[src/core/sts_pkg.sv]
// Package for the serial-interface transmit, status and interrupt block.
// Assumes a 32-bit register port on clk_sys; sts_top, sts_ser and the monitor use it by scope.
package sts_pkg;
    // Register offsets (byte addresses, one aligned word each)
    localparam logic [7:0] OFF_CTRL = 8'h00;
    localparam logic [7:0] OFF_MODE = 8'h04;
    localparam logic [7:0] OFF_RXD = 8'h08;
    localparam logic [7:0] OFF_TXD = 8'h0c;
    localparam logic [7:0] OFF_STAT = 8'h10;
    localparam logic [7:0] OFF_IEN = 8'h14;
    localparam logic [7:0] OFF_IDIS = 8'h18;
    localparam logic [7:0] OFF_IMSK = 8'h1c;
    localparam logic [7:0] OFF_CSEL = 8'h30;
    localparam logic [7:0] OFF_RCNT = 8'h40;
    localparam logic [7:0] OFF_RNCNT = 8'h44;
    localparam logic [7:0] OFF_TCNT = 8'h48;
    localparam logic [7:0] OFF_TNCNT = 8'h4c;
    // Control register bits
    localparam int CTRL_EN = 0;
    localparam int CTRL_DIS = 1;
    // Mode register bits
    localparam int MODE_MSTR = 0;
    localparam int MODE_SRC = 1;
    localparam int MODE_DEC = 2;
    localparam int MODE_CS_LO = 16;
    localparam int MODE_DLY_LO = 24;
    // Chip-select config bits
    localparam int CSEL_KEEP = 3;
    // Transmit word fields
    localparam int TXD_CS_LO = 16;
    localparam int TXD_LAST = 24;
    // Status bit positions
    localparam int ST_RXF = 0;
    localparam int ST_TXE = 1;
    localparam int ST_MODE_FAULT_FLAG = 2;
    localparam int ST_OVR = 3;
    localparam int ST_RXEND = 4;
    localparam int ST_TXEND = 5;
    localparam int ST_RXZ = 6;
    localparam int ST_TXZ = 7;
    localparam int ST_SSR = 8;
    localparam int ST_DONE = 9;
    localparam int ST_EN = 16;
    localparam logic [9:0] IRQ_BITS = 10'h3ff;
    // Link timing
    localparam int WORD_BITS = 16;
    localparam logic [3:0] CS_IDLE = 4'hf;
    localparam logic [7:0] MIN_GAP = 8'h06;
    localparam logic [15:0] CNT_W = 16'h0000;
    localparam logic [4:0] BITCNT_RST = 5'h00;
endpackage

[src/core/sts_link_if.sv]
// Interface between the register block and the serializer.
// Assumes both ends run on clk_sys.
`timescale 1ns/1ns
`default_nettype none
interface sts_link_if;
    logic load;          // Pulse: new word handed to the serializer
    logic [15:0] word;   // Word to shift out
    logic [3:0] cs;      // Chip-select code for this word
    logic busy;          // Serializer shifting
    logic done;          // Pulse: word finished
    logic [15:0] rx;     // Word received at done
    modport ctl (output load, word, cs, input busy, done, rx);
    modport ser (input load, word, cs, output busy, done, rx);
endinterface
`default_nettype wire

[src/core/sts_ser.sv]
// Serializer: shifts a 16-bit word on a divided clock, master side.
// Assumes the controller only loads while busy is low.
`timescale 1ns/1ns
`default_nettype none
module sts_ser (
    input wire logic clk_sys,   // System clock
    input wire logic rst,       // Async reset, high
    input wire logic miso_s,    // Synchronised serial input
    sts_link_if.ser lk,         // Controller side
    output logic sclk_q,        // Serial clock out
    output logic mosi_q         // Serial data out
);
    typedef struct packed {
        logic busy;
        logic done;
        logic [4:0] bits;
        logic [2:0] div;
        logic sck;
        logic [15:0] sh;
        logic [15:0] rx;
    } sts_ser_t;
    sts_ser_t s_q, s_d;
    always_comb begin
        s_d = s_q;
        s_d.done = 1'b0;
        if (!s_q.busy && lk.load) begin
            s_d.busy = 1'b1;
            s_d.sh = lk.word;
            s_d.bits = sts_pkg::BITCNT_RST;
            s_d.div = 3'h0;
        end else if (s_q.busy) begin
            s_d.div = s_q.div + 3'h1;
            if (s_q.div == 3'h7) begin
                s_d.sck = !s_q.sck;
                if (s_q.sck) begin
                    s_d.sh = {s_q.sh[14:0], miso_s};
                    s_d.bits = s_q.bits + 5'h1;
                    if (s_q.bits == 5'(sts_pkg::WORD_BITS - 1)) begin
                        s_d.busy = 1'b0;
                        s_d.done = 1'b1;
                        s_d.rx = {s_q.sh[14:0], miso_s};
                    end
                end
            end
        end
    end
    always_ff @(posedge clk_sys or posedge rst) begin
        if (rst) begin
            s_q <= '0;
        end else begin
            s_q <= s_d;
        end
    end
    assign lk.busy = s_q.busy;
    assign lk.done = s_q.done;
    assign lk.rx = s_q.rx;
    always_ff @(posedge clk_sys or posedge rst) begin
        if (rst) begin
            sclk_q <= 1'b0;
            mosi_q <= 1'b0;
        end else begin
            sclk_q <= s_d.sck;
            mosi_q <= s_d.sh[15];
        end
    end
endmodule
`default_nettype wire

[src/core/sts_sync.sv]
// Two-flop synchroniser for one level from outside clk_sys.
// Assumes the output is the only thing read downstream.
`timescale 1ns/1ns
`default_nettype none
module sts_sync (
    input wire logic clk_sys,  // System clock
    input wire logic rst,      // Async reset, high
    input wire logic d,        // Asynchronous level
    output logic q             // Synchronised level
);
    logic [1:0] ff_q;
    always_ff @(posedge clk_sys or posedge rst) begin
        if (rst) begin
            ff_q <= 2'h0;
        end else begin
            ff_q <= {ff_q[0], d};
        end
    end
    assign q = ff_q[1];
endmodule
`default_nettype wire

[src/core/sts_top.sv]
// Transmit data, status and interrupt registers with a simple serializer.
// Assumes a one-cycle strobe register port on clk_sys, reads answer next
// cycle; serial inputs are asynchronous and synchronised here.
//
// Added by the designer: the strobed register port and the address map.
`timescale 1ns/1ns
`default_nettype none
module sts_top (
    input wire logic clk_sys,          // System clock, 25 MHz
    input wire logic rst,              // Async reset, high
    input wire logic [7:0] addr,       // Register byte address
    input wire logic [31:0] wdata,     // Write data
    input wire logic wr,               // Write strobe
    input wire logic rd,               // Read strobe
    output logic [31:0] rdata_q,       // Read data, cycle after rd
    input wire logic miso,             // Serial data in (pin)
    input wire logic ss_n,             // Slave-select input pin, low active
    output logic sclk_q,               // Serial clock out
    output logic mosi_q,               // Serial data out
    output logic [3:0] chip_select_out_q, // Chip selects, low active
    output logic irq_q                 // Interrupt, high
);
    typedef struct packed {
        logic en;
        logic [31:0] mode;
        logic keep;
        logic [9:0] imask;
        logic rxf, txe, mode_fault_flag, ovr, rxend, txend, ssr, done;
        logic [15:0] rxd;
        logic [15:0] txw;
        logic [3:0] txcs;
        logic txlast;
        logic pend;
        logic last_act;
        logic [3:0] cs;
        logic [7:0] gap;
        logic ss_prev;
        logic [15:0] rcnt, rncnt, tcnt, tncnt;
    } sts_top_t;
    sts_top_t s_q, s_d;
    logic miso_s, ss_s, ss_act, load;
    logic [3:0] cs_sel;
    logic [7:0] gap_ld;
    logic [31:0] rd_d;
    logic [9:0] flags;
    sts_link_if lk ();

    sts_sync u_sm (.clk_sys(clk_sys), .rst(rst), .d(miso), .q(miso_s));
    // Inverted so the reset value matches the idle pin: no false edge
    sts_sync u_ss (.clk_sys(clk_sys), .rst(rst), .d(!ss_n), .q(ss_act));
    assign ss_s = !ss_act;
    sts_ser u_ser (
        .clk_sys(clk_sys),
        .rst(rst),
        .miso_s(miso_s),
        .lk(lk),
        .sclk_q(sclk_q),
        .mosi_q(mosi_q)
    );

    function automatic logic hit(input logic [7:0] a, input logic [7:0] o);
        hit = (a == o);
    endfunction

    // Select code from mode register or from the word
    always_comb begin
        if (s_q.mode[sts_pkg::MODE_SRC]) begin
            cs_sel = s_q.txcs;
        end else begin
            cs_sel = s_q.mode[sts_pkg::MODE_CS_LO +: 4];
        end
    end

    // No load in the done cycle or while another select must drop first
    assign load = s_q.en && s_q.pend && !lk.busy && !lk.done &&
        s_q.gap == 8'h00 &&
        (s_q.cs == sts_pkg::CS_IDLE || s_q.cs == cs_sel);
    assign gap_ld = s_q.mode[sts_pkg::MODE_DLY_LO +: 8] > sts_pkg::MIN_GAP
        ? s_q.mode[sts_pkg::MODE_DLY_LO +: 8] : sts_pkg::MIN_GAP;
    assign lk.load = load;
    assign lk.word = s_q.txw;
    assign lk.cs = cs_sel;
    assign flags = {s_q.done, s_q.ssr, s_q.tcnt == 16'h0 && s_q.tncnt == 16'h0,
        s_q.rcnt == 16'h0 && s_q.rncnt == 16'h0, s_q.txend, s_q.rxend,
        s_q.ovr, s_q.mode_fault_flag, s_q.txe, s_q.rxf};

    always_comb begin
        s_d = s_q;
        s_d.ss_prev = ss_s;
        if (s_q.gap != 8'h00) begin
            s_d.gap = s_q.gap - 8'h01;
        end
        // Serial side events
        if (load) begin
            s_d.pend = 1'b0;
            s_d.txe = 1'b1;
            s_d.last_act = s_q.txlast;
            s_d.cs = cs_sel;
        end
        if (lk.done) begin
            if (s_q.rxf) begin
                s_d.ovr = 1'b1;
            end else begin
                s_d.rxd = lk.rx;
                s_d.rxf = 1'b1;
            end
            if (!s_q.keep || s_q.last_act) begin
                s_d.cs = sts_pkg::CS_IDLE;
                s_d.last_act = 1'b0;
            end
            s_d.gap = gap_ld;
        end
        // A new select other than the held one releases it first
        if (s_q.pend && !lk.busy && s_q.cs != sts_pkg::CS_IDLE &&
                s_q.cs != cs_sel) begin
            s_d.cs = sts_pkg::CS_IDLE;
            s_d.gap = gap_ld;
        end
        if (!s_q.pend && !lk.busy && s_q.gap == 8'h00 && s_q.en) begin
            s_d.done = 1'b1;
        end
        // Mode fault: select pulled low while we drive as master
        if (!ss_s && s_q.en && s_q.mode[sts_pkg::MODE_MSTR]) begin
            s_d.mode_fault_flag = 1'b1;
        end
        // Register reads clear flags; hardware sets win on same cycle
        if (rd && hit(addr, sts_pkg::OFF_RXD) && !(lk.done && !s_q.rxf)) begin
            s_d.rxf = 1'b0;
        end
        if (rd && hit(addr, sts_pkg::OFF_STAT)) begin
            s_d.mode_fault_flag = !ss_s && s_q.en && s_q.mode[sts_pkg::MODE_MSTR];
            s_d.ovr = lk.done && s_q.rxf;
            s_d.ssr = ss_s && !s_q.ss_prev;
        end else if (ss_s && !s_q.ss_prev) begin
            s_d.ssr = 1'b1;
        end
        if (wr) begin
            unique case (addr)
                sts_pkg::OFF_CTRL: begin
                    if (wdata[sts_pkg::CTRL_DIS]) begin
                        s_d.en = 1'b0;
                    end else if (wdata[sts_pkg::CTRL_EN]) begin
                        s_d.en = 1'b1;
                        s_d.txe = 1'b1;
                    end
                end
                sts_pkg::OFF_MODE: s_d.mode = wdata;
                sts_pkg::OFF_CSEL: s_d.keep = wdata[sts_pkg::CSEL_KEEP];
                sts_pkg::OFF_TXD: begin
                    s_d.txw = wdata[15:0];
                    s_d.txcs = wdata[sts_pkg::TXD_CS_LO +: 4];
                    s_d.txlast = wdata[sts_pkg::TXD_LAST];
                    s_d.pend = 1'b1;
                    s_d.txe = 1'b0;
                    s_d.done = 1'b0;
                end
                sts_pkg::OFF_IEN: s_d.imask = s_q.imask | wdata[9:0];
                sts_pkg::OFF_IDIS: s_d.imask = s_q.imask & ~wdata[9:0];
                sts_pkg::OFF_RCNT: begin
                    s_d.rcnt = wdata[15:0];
                    s_d.rxend = wdata[15:0] == 16'h0;
                end
                sts_pkg::OFF_RNCNT: begin
                    s_d.rncnt = wdata[15:0];
                    s_d.rxend = 1'b0;
                end
                sts_pkg::OFF_TCNT: begin
                    s_d.tcnt = wdata[15:0];
                    s_d.txend = wdata[15:0] == 16'h0;
                end
                sts_pkg::OFF_TNCNT: begin
                    s_d.tncnt = wdata[15:0];
                    s_d.txend = 1'b0;
                end
                default: ;
            endcase
        end
        // Transmit counter steps down per load, sets its flag at zero
        if (load && s_q.tcnt != 16'h0 &&
                !(wr && hit(addr, sts_pkg::OFF_TCNT))) begin
            s_d.tcnt = s_q.tcnt - 16'h1;
            if (s_q.tcnt == 16'h1) begin
                s_d.txend = 1'b1;
            end
        end
        if (lk.done && !s_q.rxf && s_q.rcnt != 16'h0 &&
                !(wr && hit(addr, sts_pkg::OFF_RCNT))) begin
            s_d.rcnt = s_q.rcnt - 16'h1;
            if (s_q.rcnt == 16'h1) begin
                s_d.rxend = 1'b1;
            end
        end
        if (!s_d.en) begin
            s_d.txe = 1'b0;
        end
    end

    // Read mux; unmapped addresses and reserved positions read zero, except in the mode register, which reads back all 32 bits as written
    always_comb begin
        rd_d = 32'h0000_0000;
        unique case (addr)
            sts_pkg::OFF_MODE: rd_d = s_q.mode;
            sts_pkg::OFF_RXD: rd_d = {16'h0000, s_q.rxd};
            sts_pkg::OFF_STAT: rd_d = {15'h0000, s_q.en, 6'h00, flags};
            sts_pkg::OFF_IMSK: rd_d = {22'h000000, s_q.imask};
            sts_pkg::OFF_CSEL: rd_d = {28'h0000000, s_q.keep, 3'h0};
            sts_pkg::OFF_RCNT: rd_d = {16'h0000, s_q.rcnt};
            sts_pkg::OFF_RNCNT: rd_d = {16'h0000, s_q.rncnt};
            sts_pkg::OFF_TCNT: rd_d = {16'h0000, s_q.tcnt};
            sts_pkg::OFF_TNCNT: rd_d = {16'h0000, s_q.tncnt};
            default: rd_d = 32'h0000_0000;
        endcase
    end

    always_ff @(posedge clk_sys or posedge rst) begin
        if (rst) begin
            s_q <= '0;
            s_q.cs <= sts_pkg::CS_IDLE;
            s_q.ss_prev <= 1'b1;
            rdata_q <= 32'h0000_0000;
            chip_select_out_q <= sts_pkg::CS_IDLE;
            irq_q <= 1'b0;
        end else begin
            s_q <= s_d;
            rdata_q <= rd ? rd_d : 32'h0000_0000;
            chip_select_out_q <= s_d.cs;
            irq_q <= |(flags & s_q.imask & sts_pkg::IRQ_BITS);
        end
    end
endmodule
`default_nettype wire
[config.mk]
export PLATFORM = sky130hd
export DESIGN_NAME = sts_top
export DESIGN_NICKNAME = d
export VERILOG_FILES = /design/src/core/sts_pkg.sv /design/src/core/sts_link_if.sv /design/src/core/sts_ser.sv /design/src/core/sts_sync.sv /design/src/core/sts_top.sv
export SDC_FILE = /design/constraint.sdc
export NUM_CORES = 1
export LEC_CHECK = 0
export BUFFER_PORTS_ARGS = -buffer_cell sky130_fd_sc_hd__buf_2
export CAP_MARGIN = 20
export CELL_PAD_IN_SITES_DETAIL_PLACEMENT = 2
export CELL_PAD_IN_SITES_GLOBAL_PLACEMENT = 2
export CORE_ASPECT_RATIO = 2
export CORE_UTILIZATION = 23
export CTS_CLUSTER_SIZE = 30
export DETAILED_ROUTE_END_ITERATION = 10
export HOLD_SLACK_MARGIN = 0.06
export PLACE_DENSITY_LB_ADDON = 0.1
export SYNTH_ARGS = -nofsm -noshare
export SYNTH_HDL_FRONTEND = slang
export SYNTH_SLANG_ARGS = --single-unit
[constraint.sdc]
create_clock -name clk_sys -period 10.8 [get_ports clk_sys]
set_input_delay 0.54 -clock clk_sys [delete_from_list [all_inputs] [get_ports clk_sys]]
set_output_delay 0.54 -clock clk_sys [all_outputs]
set_load 0.03 [all_outputs]
==> run_summary.xml <==
<?xml version="1.0" encoding="UTF-8"?>
<metrics>
  <group name="layout">
    <metric name="finish.cell_count_without_fillers" unit="">1758</metric>
    <metric name="layout.filler_cells" unit="">5288</metric>
    <metric name="multi_input_area" unit="um2">4750</metric>
    <metric name="register_cell_area_after_layout" unit="um2">6210</metric>
    <metric name="highest_count_cells_in_the_layout_ignoring_fill_and_taps" unit="">sky130_fd_sc_hd__dfrtp_1, sky130_fd_sc_hd__nand2_1, sky130_fd_sc_hd__mux2_2</metric>
    <metric name="antennaDiodeCount" unit="">0</metric>
    <metric name="mostFrequentLayoutCell" unit="">sky130_fd_sc_hd__dfrtp_1</metric>
    <metric name="share_of_final_layout_standard_cells_stronger_than_drive_strength_1" unit="%">24.3</metric>
    <metric name="num-nets-final" unit="">1158</metric>
    <metric name="layout_overhead_on_the_synthesized_area" unit="%">17.8</metric>
    <metric name="postLayoutCoreUtil" unit="%">27.5</metric>
  </group>
  <group name="power_and_ir_drop">
    <metric name="powerDensity" unit="nW/um2">169</metric>
    <metric name="net-switching-power" unit="uW">655</metric>
    <metric name="internal-power" unit="uW">1600</metric>
    <metric name="p_sw_share" unit="%">29.1</metric>
    <metric name="fraction_of_power_consumed_by_combinational_cells" unit="%">12.1</metric>
    <metric name="leakage" unit="uW">0.00608</metric>
    <metric name="irDropWorstVdd" unit="uV">93.6</metric>
    <metric name="power.share.sequential" unit="%">46.4</metric>
    <metric name="share_clk_of_total_power" unit="%">41.5</metric>
  </group>
  <group name="worst_hold_path">
    <metric name="min-delay-path-class" unit="">input pin to register</metric>
  </group>
  <group name="detailed_routing">
    <metric name="route.detailed.vias_per_inst" unit="">4.87</metric>
    <metric name="drt_pre_antenna_iters" unit="">4</metric>
    <metric name="drt_drc_violations_left" unit="">0</metric>
    <metric name="route.final.wire_length" unit="um">44900</metric>
    <metric name="route.vias.total" unit="">8560</metric>
    <metric name="antenna_violating_nets_post_route" unit="">0</metric>
    <metric name="first_iter_violations" unit="">363</metric>
    <metric name="wire_per_inst" unit="um">25.5</metric>
  </group>
  <group name="synth">
    <metric name="synthArstFlopShare" unit="%">100</metric>
    <metric name="synth_top_flop_cell" unit="">sky130_fd_sc_hd__dfrtp_1</metric>
    <metric name="synthesis.nets" unit="">1089</metric>
    <metric name="synth_area" unit="um2">11300</metric>
    <metric name="postSynthRegisterBits" unit="">248</metric>
    <metric name="synth.top_cells.by_area" unit="">sky130_fd_sc_hd__dfrtp_1, sky130_fd_sc_hd__mux2_2, sky130_fd_sc_hd__nand2_1</metric>
    <metric name="synth_cells" unit="">1031</metric>
    <metric name="synth_top_area_share" unit="%">53.8</metric>
    <metric name="yosysWarnings" unit="">0</metric>
    <metric name="yosysUniqueCellTypes" unit="">63</metric>
    <metric name="ys_seq_area_share" unit="%">55.0</metric>
    <metric name="synth_edf_count" unit="">0</metric>
    <metric name="synth_largest_area_cell" unit="">sky130_fd_sc_hd__dfrtp_1</metric>
    <metric name="synth.avg_cell_area" unit="um2">11.0</metric>
  </group>
  <group name="floorplanning">
    <metric name="die-area" unit="um2">50100</metric>
    <metric name="dieHeight" unit="um">315</metric>
    <metric name="initial_utilization" unit="%">23.4</metric>
    <metric name="io_pins" unit="">85</metric>
    <metric name="die_width" unit="um">159</metric>
    <metric name="row_count" unit="">114</metric>
    <metric name="core_area" unit="um2">48400</metric>
  </group>
  <group name="place">
    <metric name="numPortBuffers" unit="">84</metric>
    <metric name="dp_hpwl" unit="um">33300</metric>
    <metric name="placement.setup.worst_slack" unit="ps">7210</metric>
    <metric name="post-place-cells" unit="">1705</metric>
    <metric name="place_congestion" unit="">0.783</metric>
  </group>
  <group name="timing">
    <metric name="totalNegativeSetupSlack" unit="ps">0</metric>
    <metric name="final.setup_skew" unit="ps">26.8</metric>
    <metric name="relSlewSlack" unit="%">29.7</metric>
    <metric name="fin_crit_sh" unit="%">27.3</metric>
    <metric name="layout_min_cycle_time" unit="ps">2940</metric>
    <metric name="finalHoldViolCount" unit="">0</metric>
    <metric name="drv_slew" unit="">0</metric>
    <metric name="fmax" unit="MHz">340</metric>
    <metric name="rsz0062_at_grt" unit="">false</metric>
    <metric name="worst-slew-pin-transition" unit="ps">1050</metric>
    <metric name="post_route_setup_slack" unit="ps">7860</metric>
    <metric name="setup_viol" unit="">0</metric>
  </group>
  <group name="setup_path">
    <metric name="worst_ep_required_time" unit="ps">11260</metric>
    <metric name="cp-start-kind" unit="">register</metric>
    <metric name="crit_path_end_kind" unit="">register</metric>
    <metric name="critPathMaxFanout" unit="">21</metric>
    <metric name="worst_setup_path_type" unit="">register to register</metric>
    <metric name="crit_arrival" unit="ps">3400</metric>
  </group>
  <group name="cts">
    <metric name="numClockSinks" unit="">248</metric>
    <metric name="tritoncts_clock_tree" unit="">yes</metric>
    <metric name="clk_root_buffer_cell" unit="">sky130_fd_sc_hd__clkbuf_16</metric>
    <metric name="ctsLongestPathBuffers" unit="">3</metric>
    <metric name="clock_insertion_delay_worst_skew" unit="ps">580</metric>
    <metric name="cts_htree_levels" unit="">1</metric>
    <metric name="cts_made_buffers" unit="">27</metric>
    <metric name="postCtsResizedCells" unit="">0</metric>
    <metric name="clkSlewWorstSetupHoldPaths" unit="ps">60</metric>
  </group>
  <group name="run">
    <metric name="drv_cap" unit="">0</metric>
  </group>
  <group name="global_route">
    <metric name="grt_remaining_overflow" unit="">0</metric>
    <metric name="grt.total_usage" unit="%">18.3</metric>
    <metric name="grt_first_pass_wirelength" unit="um">67200</metric>
    <metric name="grt_antenna_before_repair" unit="">0</metric>
    <metric name="grt_pass1_vias" unit="">9778</metric>
    <metric name="largest_net_degree_at_the_start_of_global_routing" unit="">75</metric>
  </group>
  <group name="run_status">
    <metric name="status" unit="">finished clean</metric>
  </group>
</metrics>
[cells by family after synthesis]
logic type                 synth area share, %
AOI/OAI and AO/OA                         11.9
xor gates and xnor gates                  3.10
adders and majority gates                 1.33
buffers and inverters                     3.14
DFF                                       55.0
muxes                                     10.2
and+or+nand+nor                           15.4
[synth_stat cells, types with 7 or more instances]
master,instances
sky130_fd_sc_hd__o21ai_0,21
sky130_fd_sc_hd__mux2_2,95
sky130_fd_sc_hd__o21ai_1,9
sky130_fd_sc_hd__xor2_1,7
sky130_fd_sc_hd__a22oi_1,54
sky130_fd_sc_hd__clkbuf_1,52
sky130_fd_sc_hd__mux2i_1,7
sky130_fd_sc_hd__nand3_1,16
sky130_fd_sc_hd__dfrtp_1,243
sky130_fd_sc_hd__inv_1,17
sky130_fd_sc_hd__nor2_1,43
sky130_fd_sc_hd__nor3_1,18
sky130_fd_sc_hd__ha_1,12
sky130_fd_sc_hd__a31oi_1,25
sky130_fd_sc_hd__nor4_1,23
sky130_fd_sc_hd__a22o_1,16
sky130_fd_sc_hd__a221oi_1,9
sky130_fd_sc_hd__and3_1,21
sky130_fd_sc_hd__xnor2_1,33
sky130_fd_sc_hd__nand2_1,165
sky130_fd_sc_hd__a21oi_1,46
[layout make-up]
type / count / area share [%]
clock buffer: 41 / 5.92
clock inverter: 8 / 0.536
inverter: 17 / 0.536
multi-input combinational: 699 / 35.7
sequential: 248 / 46.7
tap: 638 / 5.99
timing repair buffer: 107 / 4.70
[critical path, cell delays in order, from the launching register on]
cell	delay, ps
sky130_fd_sc_hd__dfrtp_1	360
sky130_fd_sc_hd__inv_1	120
sky130_fd_sc_hd__ha_1	180
sky130_fd_sc_hd__nor4b_2	340
sky130_fd_sc_hd__and2_1	190
sky130_fd_sc_hd__buf_4	170
sky130_fd_sc_hd__nand4b_1	170
sky130_fd_sc_hd__o21ba_2	660
sky130_fd_sc_hd__nor2_2	330
sky130_fd_sc_hd__o21ai_0	230
sky130_fd_sc_hd__nand2_1	70
[sequential cells by signal, indices dropped and copies added, names as in the netlist, named ones only]
name,flops
u_ser.lk.rx,16
irq_q,1
u_ser.s_q,25
rdata_q,32
u_ss.ff_q,2
flags,8
u_sm.ff_q,2
s_q,134
u_ser.lk.done,1
u_ser.lk.busy,1
lk.word,16
[per-layer routing]
metal | up-vias | track usage, % | wire (um)
met3 | 57 | 1.74 | 1110
met1 | 4534 | 18.1 | 15800
met5 | - | 0 | 0
li1 | 3822 | - | -
met2 | 147 | 38.2 | 26600
met4 | 0 | 6.84 | 1430
[power by group through the flow]
stage / Clock, uW / Combinational [uW] / Sequential (uW)
after floorplan: 0 / 189 / 1040
after global placement: 0 / 277 / 1060
after detailed placement: 0 / 280 / 1060
after CTS: 968 / 282 / 1050
after global routing: 998 / 305 / 1050
final: 935 / 272 / 1050
[timing repair]
action                    4_1_cts  5_1_grt
hold endpoints to repair       20        0
hold buffers                    2        0
setup buffers                   0        0
[stage by stage]
step	total power [uW]	hold slack [ps]	area, um2
4_1_cts	2300	77.3	13300
3_3_place_gp	1340	336	12400
5_1_grt	2350	87.3	13300
3_5_place_dp	1340	338	12400
6_report	2250	106	13300
2_1_floorplan	1220	331	11300
[path summary, 6_finish.rpt]
kind	from	endpoint	slack, ps	cells after the start
hold reg to reg	u_ss.ff_q[0]$_DFF_PP0_	u_ss.ff_q[1]$_DFF_PP0_	350	0
setup reg to reg	s_q[65]$_DFFE_PP0P_	u_ser.s_q[38]$_DFFE_PP0P_	7860	10
hold / removal	ss_n	u_ss.ff_q[0]$_DFF_PP0_	110	2
min in group asynchronous	rst	s_q[156]$_DFFE_PP0P_	570	3
setup / recovery	s_q[65]$_DFFE_PP0P_	u_ser.s_q[38]$_DFFE_PP0P_	7860	10
max in group asynchronous	rst	rdata_q[4]$_DFF_PP0_	8320	5
No activity file was read; power rests on OpenSTA's default activity.
